--- config.mk ---
export PLATFORM = sky130hd
export DESIGN_NAME = clvp_core
export DESIGN_NICKNAME = d
export VERILOG_FILES = /design/src/shared/clvp_pkg.sv /design/src/core/clvp_core.sv
export SDC_FILE = /design/constraint.sdc
export NUM_CORES = 2
export LEC_CHECK = 0
export ABC_AREA = 0
export BUFFER_PORTS_ARGS = -buffer_cell sky130_fd_sc_hd__buf_2
export CAP_MARGIN = 25
export CORE_MARGIN = 2
export CORE_UTILIZATION = 53
export CTS_CLUSTER_SIZE = 8
export DETAILED_ROUTE_END_ITERATION = 6
export GPL_TIMING_DRIVEN = 0
export PLACE_DENSITY = 0.73
export SYNTH_ARGS = -nofsm -noshare
export SYNTH_HDL_FRONTEND = slang
export SYNTH_SLANG_ARGS = --single-unit
--- constraint.sdc ---
create_clock -name clk_sys -period 9.15 [get_ports clk_sys]
set_clock_uncertainty 0.15 [all_clocks]
set_input_delay 0.4575 -clock clk_sys [delete_from_list [all_inputs] [get_ports clk_sys]]
set_output_delay 0.4575 -clock clk_sys [all_outputs]
set_load 0.01 [all_outputs]
--- src/shared/clvp_pkg.sv ---
// constants for the character-line video pipeline
package clvp_pkg;
  // register byte addresses on the bus
  localparam logic [3:0] ADR_LINE_LEN = 4'h0;
  localparam logic [3:0] ADR_FLAGS    = 4'h4;
  localparam logic [3:0] ADR_SCAN     = 4'h8;
  localparam int         LINE_CHARS   = 80;
  localparam logic [6:0] LINE_LAST    = 7'h4f;
  localparam logic [7:0] CNT_MAX      = 8'hff;
  localparam logic [7:0] FLAGS_RST    = 8'h00;
  localparam logic [4:0] BLANK_ROW    = 5'h08;
  localparam logic [2:0] BIT_LAST     = 3'h7;
  localparam logic [2:0] GREY_FULL    = 3'h7;
  localparam logic [3:0] STAT_NIBBLE  = 4'hf;
  localparam logic [2:0] FLAG_NONE    = 3'h7;
  // highlight control codes
  localparam logic [6:0] HL_REVERSE   = 7'h0e;
  localparam logic [6:0] HL_UNDER     = 7'h0f;
  localparam logic [6:0] HL_BLINK     = 7'h18;
  localparam logic [6:0] HL_SECURE    = 7'h19;
  localparam logic [6:0] HL_BRIGHT    = 7'h1a;
  localparam logic [6:0] HL_STOP      = 7'h1c;
  localparam logic [6:0] HL_FORMS_A   = 7'h1d;
  localparam logic [6:0] HL_ALL       = 7'h1e;
  localparam logic [6:0] HL_FORMS_B   = 7'h1f;
  // character status bit positions
  localparam int HB_REV = 0;
  localparam int HB_UND = 1;
  localparam int HB_BLK = 2;
  localparam int HB_SEC = 3;
  localparam int HB_BRT = 4;
  localparam int ST_BLANK = 5;
  localparam int ST_CURSOR = 6;
  // display flag bit positions
  localparam int FL_FIELD = 0;
  localparam int FL_LAST  = 1;
  localparam int FL_CBLINK = 2;
  localparam int FL_CURB  = 3;
  localparam int FL_WIDE  = 4;
  localparam int FL_NEG   = 5;
  localparam int FL_FORMS = 6;
endpackage : clvp_pkg

--- src/core/clvp_core.sv ---
// character-line video pipeline: counters, line buffers, grey-level output
`timescale 1ns/100ps
module clvp_core (
  input  wire logic        clk_sys,
  input  wire logic        rst_b,
  input  wire logic        wb_cyc_i,
  input  wire logic        wb_stb_i,
  input  wire logic        wb_we_i,
  input  wire logic [3:0]  wb_adr_i,
  input  wire logic [3:0]  wb_sel_i,
  input  wire logic [31:0] wb_dat_i,
  output logic      [31:0] wb_dat_o,
  output logic             wb_ack_o,
  input  wire logic        q_flag,
  input  wire logic        horizontal_pixel_tick_n,
  input  wire logic        display_cpu_phase_four,
  input  wire logic        dma_out,
  input  wire logic [7:0]  dma_data,
  input  wire logic        cursor_flag,
  input  wire logic        pixel_tick,
  input  wire logic [23:0] cg_data,
  input  wire logic        sync_req,
  output logic             dma_req,
  output logic      [11:0] cg_addr,
  output logic             last_scan_line,
  output logic      [3:0]  dac_level,
  output logic             dac_sync
);

  typedef struct packed {
    logic [1:0][clvp_pkg::LINE_CHARS-1:0][7:0] lbuf;
    logic             fill_sel;
    logic [6:0]       wr_idx;
    logic [6:0]       disp_len;
    logic [6:0]       rd_idx;
    logic [7:0]       len_cnt;
    logic             len_valid;
    logic [7:0]       scan_cnt;
    logic [4:0]       scan_row;
    logic             scan_pend;
    logic             hpt_sync;
    logic             hpt_prev;
    logic [7:0]       flags;
    logic [4:0]       hl_line;
    logic [2:0][7:0]  pf;
    logic [6:0]       pf_stat;
    logic [2:0][7:0]  sh;
    logic [6:0]       sh_stat;
    logic [2:0]       bit_cnt;
    logic             cg_pend;
    logic [11:0]      cg_addr;
    logic             dma_req;
    logic             last_scan;
    logic [3:0]       dac_level;
    logic             dac_sync;
    logic             wb_ack;
    logic [31:0]      wb_dat;
  } clvp_state_t;

  clvp_state_t st;
  clvp_state_t next_st;

  // grey level for one pixel from its three serial bits and status
  function automatic logic [3:0] clvp_xform(input logic [2:0] bits,
                                            input logic [6:0] stat,
                                            input logic [7:0] flags,
                                            input logic       under_row,
                                            input logic       blank_row);
    logic [2:0] g;
    logic       neg;
    begin
      g   = bits;
      neg = flags[clvp_pkg::FL_NEG] ^ stat[clvp_pkg::HB_REV];
      if (stat[clvp_pkg::ST_BLANK] || blank_row)
        g = 3'h0;
      if (stat[clvp_pkg::HB_BLK] && flags[clvp_pkg::FL_CBLINK])
        g = 3'h0;
      if (stat[clvp_pkg::HB_UND] && under_row)
        g = clvp_pkg::GREY_FULL;
      if (stat[clvp_pkg::ST_CURSOR] && under_row && !flags[clvp_pkg::FL_CURB])
        g = clvp_pkg::GREY_FULL;
      if (stat[clvp_pkg::HB_SEC])
        g = clvp_pkg::GREY_FULL;
      if (neg)
        g = ~g;
      if (stat[clvp_pkg::HB_BRT])
        clvp_xform = {g, 1'b0};
      else
        clvp_xform = {1'b0, g};
    end
  endfunction : clvp_xform

  // status for a fetched character; also returns the running highlight set
  function automatic logic [11:0] clvp_status(input logic [7:0] ch,
                                              input logic [4:0] hl,
                                              input logic [7:0] flags);
    logic [4:0] start;
    logic [4:0] run;
    logic       ctrl;
    begin
      start = 5'h00;
      ctrl  = 1'b1;
      case (ch[6:0])
        clvp_pkg::HL_REVERSE: start = 5'h01;
        clvp_pkg::HL_UNDER:   start = 5'h02;
        clvp_pkg::HL_BLINK:   start = 5'h04;
        clvp_pkg::HL_SECURE:  start = 5'h08;
        clvp_pkg::HL_BRIGHT:  start = 5'h10;
        clvp_pkg::HL_ALL: begin
          start = 5'h1f;
          ctrl  = 1'b0;                                             // diamond glyph
        end
        clvp_pkg::HL_FORMS_A, clvp_pkg::HL_FORMS_B: begin
          start = (flags[clvp_pkg::FL_FORMS] && flags[clvp_pkg::FL_NEG]) ? 5'h01 : 5'h00;
          ctrl  = 1'b0;
        end
        clvp_pkg::HL_STOP: start = 5'h00;
        default:           ctrl  = 1'b0;
      endcase
      run = hl | start;
      // status: cursor, blank, highlights; upper bits are the run-on set
      if (ch[6:0] == clvp_pkg::HL_STOP)
        clvp_status = {5'h00, ch[7], ctrl, run};
      else
        clvp_status = {run, ch[7], ctrl, run};
    end
  endfunction : clvp_status

  logic       tick;
  logic       end_strobe;
  logic       bus_req;
  logic       len_wr;
  logic       chr_dma;
  logic       scan_count_bit_zero;
  logic       scan_count_bit_one;
  logic       scan_count_bit_two;
  logic       do_fetch;
  logic [6:0] fetch_idx;
  logic [7:0] fetch_ch;
  logic [11:0] fstat;
  logic [2:0] pix_bits;
  logic [6:0] pix_stat;

  // phase-four resync of the pixel tick, then edge to one strobe
  assign tick       = st.hpt_sync && !st.hpt_prev;
  assign end_strobe = tick && (st.scan_cnt == clvp_pkg::CNT_MAX);
  assign bus_req    = wb_cyc_i && wb_stb_i && !st.wb_ack;
  // a length load wins over a character count on the same edge, so the load is never lost
  assign len_wr     = bus_req && wb_we_i && wb_sel_i[0]
                      && (wb_adr_i == clvp_pkg::ADR_LINE_LEN);
  assign chr_dma    = dma_out && !dma_data[7] && !st.scan_pend && st.len_valid
                      && (st.len_cnt != clvp_pkg::CNT_MAX);
  // underline rows are the last pair of an eight-pair cell
  assign scan_count_bit_zero = st.scan_cnt[0];
  assign scan_count_bit_one  = st.scan_cnt[1];
  assign scan_count_bit_two  = st.scan_cnt[2];

  always_comb begin
    next_st  = st;
    next_st.cg_pend = 1'b0;
    next_st.wb_ack  = bus_req;
    do_fetch  = 1'b0;
    fetch_idx = 7'h00;
    fetch_ch  = 8'h00;
    fstat     = 12'h000;
    pix_bits  = 3'h0;
    pix_stat  = 7'h00;
    next_st.hpt_prev = st.hpt_sync;
    if (display_cpu_phase_four)
      next_st.hpt_sync = !horizontal_pixel_tick_n;

    // register bus: one-cycle answer, unmapped reads give zero
    next_st.wb_dat = 32'h0000_0000;
    if (bus_req && !wb_we_i) begin
      case (wb_adr_i)
        clvp_pkg::ADR_LINE_LEN: next_st.wb_dat = {23'h0, st.len_valid, st.len_cnt};
        clvp_pkg::ADR_FLAGS:    next_st.wb_dat = {24'h0, st.flags};
        clvp_pkg::ADR_SCAN:     next_st.wb_dat = {13'h0, st.last_scan, st.fill_sel,
                                                  st.scan_pend, 1'b0, st.disp_len,
                                                  st.scan_cnt};
        default:                next_st.wb_dat = 32'h0000_0000;
      endcase
    end
    if (bus_req && wb_we_i && wb_sel_i[0]) begin
      case (wb_adr_i)
        clvp_pkg::ADR_LINE_LEN: begin
          next_st.len_cnt   = wb_dat_i[7:0];
          next_st.len_valid = 1'b1;
        end
        clvp_pkg::ADR_FLAGS: next_st.flags = wb_dat_i[7:0];
        default: ;
      endcase
    end

    // dma out cycle: scan load first, else status code, else character
    if (dma_out) begin
      if (st.scan_pend) begin
        next_st.scan_cnt  = dma_data;
        next_st.scan_row  = 5'h00;
        next_st.scan_pend = 1'b0;
      end else if (dma_data[7]) begin
        if (dma_data[7:4] == clvp_pkg::STAT_NIBBLE && dma_data[3:1] != clvp_pkg::FLAG_NONE)
          next_st.flags[dma_data[3:1]] = dma_data[0];
      end else if (chr_dma) begin
        if (st.wr_idx <= clvp_pkg::LINE_LAST) begin
          next_st.lbuf[st.fill_sel][st.wr_idx] = {cursor_flag, dma_data[6:0]};
          next_st.wr_idx = st.wr_idx + 7'h01;
        end
        if (!len_wr)
          next_st.len_cnt = st.len_cnt + 8'h01;
      end
    end

    // scan line pair counting and end of character line
    if (tick) begin
      if (end_strobe) begin
        next_st.scan_pend = 1'b1;
        next_st.fill_sel  = !st.fill_sel;
        // a character stored on the same edge still belongs to the finished line
        next_st.disp_len  = next_st.wr_idx;
        next_st.wr_idx    = 7'h00;
      end else begin
        next_st.scan_cnt = st.scan_cnt + 8'h01;
        if (st.scan_row != 5'h1f)
          next_st.scan_row = st.scan_row + 5'h01;
      end
      next_st.hl_line = 5'h00;
      next_st.bit_cnt = clvp_pkg::BIT_LAST;
      do_fetch  = 1'b1;
      fetch_idx = 7'h00;
    end
    if (q_flag) begin
      next_st.scan_cnt = 8'h00;
      next_st.scan_row = 5'h00;
    end

    // serializer: one bit per pixel tick, refill from prefetch on the last bit
    if (st.cg_pend)
      next_st.pf = cg_data;
    if (pixel_tick && !tick) begin
      pix_bits = (st.bit_cnt == clvp_pkg::BIT_LAST)
               ? {st.pf[2][7], st.pf[1][7], st.pf[0][7]}
               : {st.sh[2][7], st.sh[1][7], st.sh[0][7]};
      pix_stat = (st.bit_cnt == clvp_pkg::BIT_LAST) ? st.pf_stat : st.sh_stat;
      next_st.dac_level = clvp_xform(pix_bits, pix_stat, st.flags,
                                     scan_count_bit_zero && scan_count_bit_one
                                     && scan_count_bit_two,
                                     st.scan_row >= clvp_pkg::BLANK_ROW);
      if (st.bit_cnt == clvp_pkg::BIT_LAST) begin
        for (int i = 0; i < 3; i++)
          next_st.sh[i] = {st.pf[i][6:0], 1'b0};
        next_st.sh_stat = st.pf_stat;
        do_fetch  = 1'b1;
        fetch_idx = st.rd_idx + 7'h01;
      end else begin
        for (int i = 0; i < 3; i++)
          next_st.sh[i] = {st.sh[i][6:0], 1'b0};
      end
      next_st.bit_cnt = st.bit_cnt + 3'h1;
    end

    // fetch from the display buffer and address the generators
    if (do_fetch) begin
      if (fetch_idx < st.disp_len || (end_strobe && fetch_idx < st.wr_idx))
        fetch_ch = st.lbuf[!next_st.fill_sel][fetch_idx];
      else
        fetch_ch = {1'b0, clvp_pkg::HL_STOP};                       // past line end
      fstat = clvp_status(fetch_ch, next_st.hl_line, st.flags);
      next_st.pf_stat = fstat[6:0];
      next_st.hl_line = fstat[11:7];
      next_st.rd_idx  = fetch_idx;
      next_st.cg_addr = {fetch_ch[6:0], st.flags[clvp_pkg::FL_FIELD],
                         next_st.scan_row[3:0]};
      next_st.cg_pend = 1'b1;
    end
    if (sync_req)
      next_st.dac_level = 4'h0;
    next_st.dac_sync  = sync_req;

    // outputs follow the new state so ports and state agree
    next_st.dma_req = next_st.scan_pend ||
                      (next_st.len_valid && next_st.len_cnt != clvp_pkg::CNT_MAX);
    next_st.last_scan = (next_st.scan_cnt == clvp_pkg::CNT_MAX);
  end

  // single state register; everything clears on reset
  always_ff @(posedge clk_sys or negedge rst_b) begin
    if (!rst_b) begin
      st <= '0;
    end else begin
      st <= next_st;
    end
  end

  assign wb_dat_o       = st.wb_dat;
  assign wb_ack_o       = st.wb_ack;
  assign dma_req        = st.dma_req;
  assign cg_addr        = st.cg_addr;
  assign last_scan_line = st.last_scan;
  assign dac_level      = st.dac_level;
  assign dac_sync       = st.dac_sync;
endmodule : clvp_core

; ---- Word-level counts from Yosys, hierarchy flattened
; Index checks and enable logic that the tools add are counted.
[word_totals]
reg_bits = 1458
input_bits = 84
out_inout_bits = 52
elab_cells = 349
[classes]
add_sub_neg = 6
magnitude_cmp = 12
eq_ne = 19
mux = 71
bitwise = 5
n_reduce_logical = 46
[op_table]
columns = cell, count
row1 = two-way mux 640 bit, 3
row2 = bitwise mux 1280 bit, 1
row3 = demux 640 bit (select 1 bit), 1
row4 = two-way mux 8 bit, 15
row5 = one-hot mux 19 bit (3 select lines), 1
row6 = binary-select mux 8 bit (select 7 bit), 1
row7 = demux 8 bit (select 7 bit), 1
row8 = two-way mux 7 bit, 8
row9 = equality test 7 x 5 -> 1 bit (second input constant), 7
row10 = two-way mux 14 bit, 3
row11 = two-way mux 13 bit, 3
row12 = one-hot mux 5 bit (7 select lines), 1
row13 = two-way mux 15 bit, 2
row14 = two-way mux 3 bit, 10
row15 = logical AND 1 bit, 26
row16 = two-way mux 24 bit, 1
row17 = two-way mux 5 bit, 4
row18 = two-way mux 19 bit, 1
row19 = two-way mux 9 bit, 2
row20 = adder 8 x 1 -> 8 bit (second input constant), 2
row21 = equality test 8 bit (second input constant), 2
row22 = < comparator 7 x 8 -> 1 bit (second input constant), 2
row23 = inequality test 8 bit (second input constant), 2
row24 = adder 7 x 1 -> 7 bit (second input constant), 2
row25 = 33 further kinds, 58

; ---- Depth between registers and ports, before layout
[logic_depth]
depth_word = 25
depth_mapped = 22
ltp_nobuf = 17

; ---- Worst setup path after synthesis
; Ideal clock, no wire load.
[synth_timing]
path_type = register -> register
from = register st[53] in the netlist's numbering
to = register st[121] in the netlist's numbering
setup_ps = 82
arrival_time_ps = 4707
required_time_ps = 8918
setup_slack_ps = 4211
path_stages_with_launch = 21
path_buffers = 3
synth_period_minus_slack_ps = 4939
path_cell_list = dfrtp_1 -> ha_1 -> ha_1 -> nand2_1 -> nor2_1 -> nand2_2 -> inv_2 -> buf_1 -> clkbuf_1 -> clkbuf_1 -> ha_1 -> a21o_1 -> a21o_1 -> a21oi_1 -> nor2b_1 -> o311ai_0 -> o2111a_1 -> a21oi_2 -> or3_1 -> a21o_1 -> o22ai_1
[synth_rtl]
columns = element, line
row1 = "start, declared", clvp_core.sv:60  ; clvp_state_t st;
row2 = "start signal, assigned", clvp_core.sv:291  ; st <= next_st;

; ---- Worst setup path in the final report
[layout_timing]
from = register st[53] in the netlist's numbering
to = register st[87] in the netlist's numbering
[layout_via]
elab_chain_cells = 14
elab_cells_between_ends = 26
cone_classes = order compare (2) / eq/ne (9) / mux (11) / bitwise (1) / reduce/logical (3)
[layout_lines]
columns = element, line
row1 = equality test 3 bit (*), clvp_core.sv:249  ; if (st.bit_cnt == clvp_pkg::BIT_LAST) begin
row2 = two-way mux 7 bit (*), clvp_core.sv:249
row3 = two-way mux 7 bit (*), clvp_core.sv:240  ; if (pixel_tick && !tick) begin
row4 = named net fetch_idx[1], clvp_core.sv:138  ; logic [6:0] fetch_idx;
row5 = "parallel branches: the longest is 3 deep, another holds binary-select mux 8 bit (select 7 bit)", -
row6 = two-way mux 8 bit (*), clvp_core.sv:264  ; if (fetch_idx < st.disp_len || (end_strobe && fetch_idx < st.wr_idx))
row7 = two-way mux 8 bit (*), clvp_core.sv:263  ; if (do_fetch) begin
row8 = equality test 7 x 5 -> 1 bit, clvp_core.sv:103  ; case (ch[6:0])
row9 = OR reduction 2 bit, clvp_core.sv:103
row10 = one-hot mux 5 bit (7 select lines) (*), clvp_core.sv:103
row11 = two-way mux 5 bit (*), clvp_core.sv:263
row12 = bitwise OR 5 bit (*), clvp_core.sv:120  ; run = hl | start;
row13 = two-way mux 12 bit (*), clvp_core.sv:122  ; if (ch[6:0] == clvp_pkg::HL_STOP)
; Mark *: on every way through the listed nets, which the timed path passes. The select of a mux whose other input is x is not followed.
; A chain may end at the register's enable or synchronous reset.

==> impl_results.md <==
- Status: finished with violations
- Failing checks: DRC
- Seq cells post-synth: 1441
- Final Critical Period: 7770 ps
- Clock Root Buffer: clkbuf_16
- Port buffer count: 86
- ANT nets after route: 0
- M1 GR Usage: 0.586
- Peak supply drop: 209 uV
- DP Wirelength: 219 mm
- P_leak: between 0.03 and 0.04 uW
- Fin. max-slew vios: 0
- Period utilisation layout: 0.849
- Post-synthesis xor/xnor area fraction: 0.00349
- Arr. time, crit path: 8360 ps
- CP dominant cell by count: ha_1
- Post-Syn Instances: ~5600
- DRC viols: 8
- Busiest grt layer: met2
- Clock sink total: between 1000 and 1500
- Crit-path max cell delay: slightly below 900 ps
- Clock buffer depth: 3
- Yosys warning total: 0
- Cell area after layout: ~78000 um2
- Worst EP required: 9730 ps
- Max-cap violations: 0
- Seq/Total Area, Yosys: 0.532
- Total grt overflow: 0
- Drt wl/cell: approximately 42 um
- Antenna violations before repair: 46
- Vias in the first global route: 53500
- DR vias: 56200
- Layout cells sized above 1: 0.334
- Area growth from synthesis to layout: 15.8%
- Num ports: 136
- Clk Latency, worst-skew pair: around 900 ps
- Die width: 362 um
- Ys async rst share: 1.00
- Initial DRC Count: 9300
- Critical path endpoint category: flop
- Setup violators final: 0
- Mean post-synth cell area: roughly 12 um2
- Post_cts resized: 0
- Pwr dens: between 150 and 200 nW/um2
- Worst rel slew slack: 0.136
- Final Core Density: 0.617
- H-tree levels: 4
- Global-route wire length before repair: 437 mm
- Final TNS setup: 0 ps
- Cell Area, Placed: around 72000 um2
- # fillers: 9927
- Post-synthesis simple-gate area fraction: 0.0982
- Vias/cell: between 7 and 8
- Top_reg_cell synth: dfrtp_1
- Met2 usage: 0.649
- Final Wtd Congestion: 1.09
- Area of the die: 131000 um2
- Synth Cell Area: 67800 um2
- Unique cell type count in the Yosys netlist: 86
- Final Hold Viols: 0
- Critical-path top delay cell: o311ai_1
- CP Cell Sequence: ha_1 -> ha_1 -> nand2_1 -> nor2_1 -> nand2_2 -> inv_2 -> buf_1 -> clkbuf_1 -> buf_16 -> clkbuf_1 -> ha_1 -> a21o_1 -> a21o_1 -> a21oi_1 -> nor2b_1 -> o311ai_1 -> o2111ai_1 -> o31ai_1 -> nor3_2 -> a221oi_2 -> nor2_1
- Detailed Route WL: 323 mm
- CP bufs+invs: 5
- Clock buffer count from CTS: 199
- Largest family of logic cells by synthesized area: multiplexers
- EDFF count, synth: 0
- Hold Path Class: primary input to flop
- Clock slew at reported path FFs: 50 ps
- Router iterations before antenna repair: 7
- CTS tree: yes
- Nets: 6151
- Hold slack: 30.4 ps
- Cell family with most CP delay: compound AO/OA/AOI/OAI gates
- Post-synthesis mux area share: 0.265
- Adder-Cell Fraction of Synth Area: 0.00406
- Maximum clock rate: between 0.1 and 0.15 GHz
- Startpoint types: flop
- Compound-Gate Fraction of Synth Area: 0.0624
- Starting Density: 0.533
- RSZ-0062 raised after global routing: no
- GR Util All Layers: 0.492
- Largest net degree at the start of global routing: ~170
- Core ar.: ~130000 um2
- Critical-path maximum fanout: 10
- Die height: approximately 360 um
- M3 GR Usage: 0.267
- Worst Tran Pin Value: roughly 1300 ps
- Power consumption: 15500 uW
- Row count: 131
- Critical path class: flop to flop
==> worst paths after layout <==
path                         endpoint        start  slack (ps)  cells past startpoint
setup / recovery               st[87]       st[53]        1380                     21
hold / removal                st[124]  dma_data[2]          30                      4
setup reg to reg               st[87]       st[53]        1380                     21
hold reg to reg            cg_addr[4]   cg_addr[4]         320                      2
max in group asynchronous    st[1398]        rst_b        6660                      4
min in group asynchronous    st[1004]        rst_b         110                      2
==> synth_stat cells (all sizes together) (26+ instances only) <==
cell type / number / area share
and3: 239 / 0.022
o21ai: 69 / 0.0051
a22oi: 27 / 0.0030
mux4: 67 / 0.022
a32oi: 37 / 0.0048
inv: 26 / 0.0015
nand3: 199 / 0.015
mux2: 1310 / 0.22
buf: 161 / 0.016
a31oi: 39 / 0.0036
dfrtp: 1441 / 0.53
a21oi: 70 / 0.0052
mux2i: 167 / 0.025
nand2: 723 / 0.040
nor4: 49 / 0.0049
clkbuf: 308 / 0.017
a211oi: 219 / 0.024
nor2: 132 / 0.0073
==> through the flow <==
step / setup WS, ps / std cells
3_5_place_dp: 1660 / 7426
2_1_floorplan: 4210 / 5569
3_3_place_gp: -24370 / 7317
5_1_grt: 1320 / 7726
4_1_cts: 1620 / 7698
6_report: 1380 / 7764
==> registers in the layout, indices dropped and copies added (netlist names), 4 cells and up <==
register,flops
dac_level,4
st,1399
cg_addr,12
wb_dat_o,18
==> logic make-up after synthesis <==
| family | count (synthesis) |
|---|---|
| other | 1 |
| DFF | 1441 |
| buffers and inverters | 498 |
| adders and majority gates | 22 |
| muxes | 1544 |
| and+or+nand+nor | 1434 |
| AOI/OAI and AO/OA | 589 |
| xor gates and xnor gates | 27 |
==> tightest hold or removal path, cell delays in order <==
cell and delay [ps]:
clkbuf_1 300, nor4_1 120, nand2_1 50, o21ai_0 70
==> per-layer routing <==
metal | wire length [um] | part of all wire | vias to the layer above
met4 | 33300 | 0.10 | 12
met3 | 51600 | 0.16 | 1680
li1 | - | - | 21000
met2 | 126000 | 0.39 | 5159
met1 | 112000 | 0.35 | 28300
met5 | 109 | 0.00034 | -
==> layout make-up <==
class / count / area [um2] / area share
antenna: 39 / 97.6 / 0.00124
timing repair buffer: 275 / 3010 / 0.0384
multi-input combinational: 3630 / 29400 / 0.375
sequential: 1441 / 36100 / 0.460
inverter: 29 / 111 / 0.00142
tap: 1662 / 2080 / 0.0265
clock buffer: 203 / 5000 / 0.0638
buffer: 469 / 2280 / 0.0291
clock inverter: 16 / 358 / 0.00456
==> placed cells by master (no fill, tap or decap), drive strengths merged, types with 25 or more instances in the layout <==
cell type    instances
diode               39
a32oi               37
nand2              723
nor3                25
mux2i              167
mux4                67
a31oi               39
nand3              199
a211oi             219
a21oi               70
nor4                49
nor2               132
dfrtp             1441
a22oi               27
and3               239
mux2              1310
inv                 30
clkbuf             511
buf                383
o21ai               69
dlygate4sd3         53
==> report_power, final <==
group / internal, uW / switching (uW) / total [uW]
Combinational: 641 / 1440 / 2080
Sequential: 6550 / 121 / 6670
Clock: 3870 / 2890 / 6760
==> timing repair <==
item	CTS	global route
hold buffers	53	0
buffers inserted	0	0
hold endpoints to repair	198	0
endpoints found under the setup margin	0	0
(Power assumes the default switching activity.)
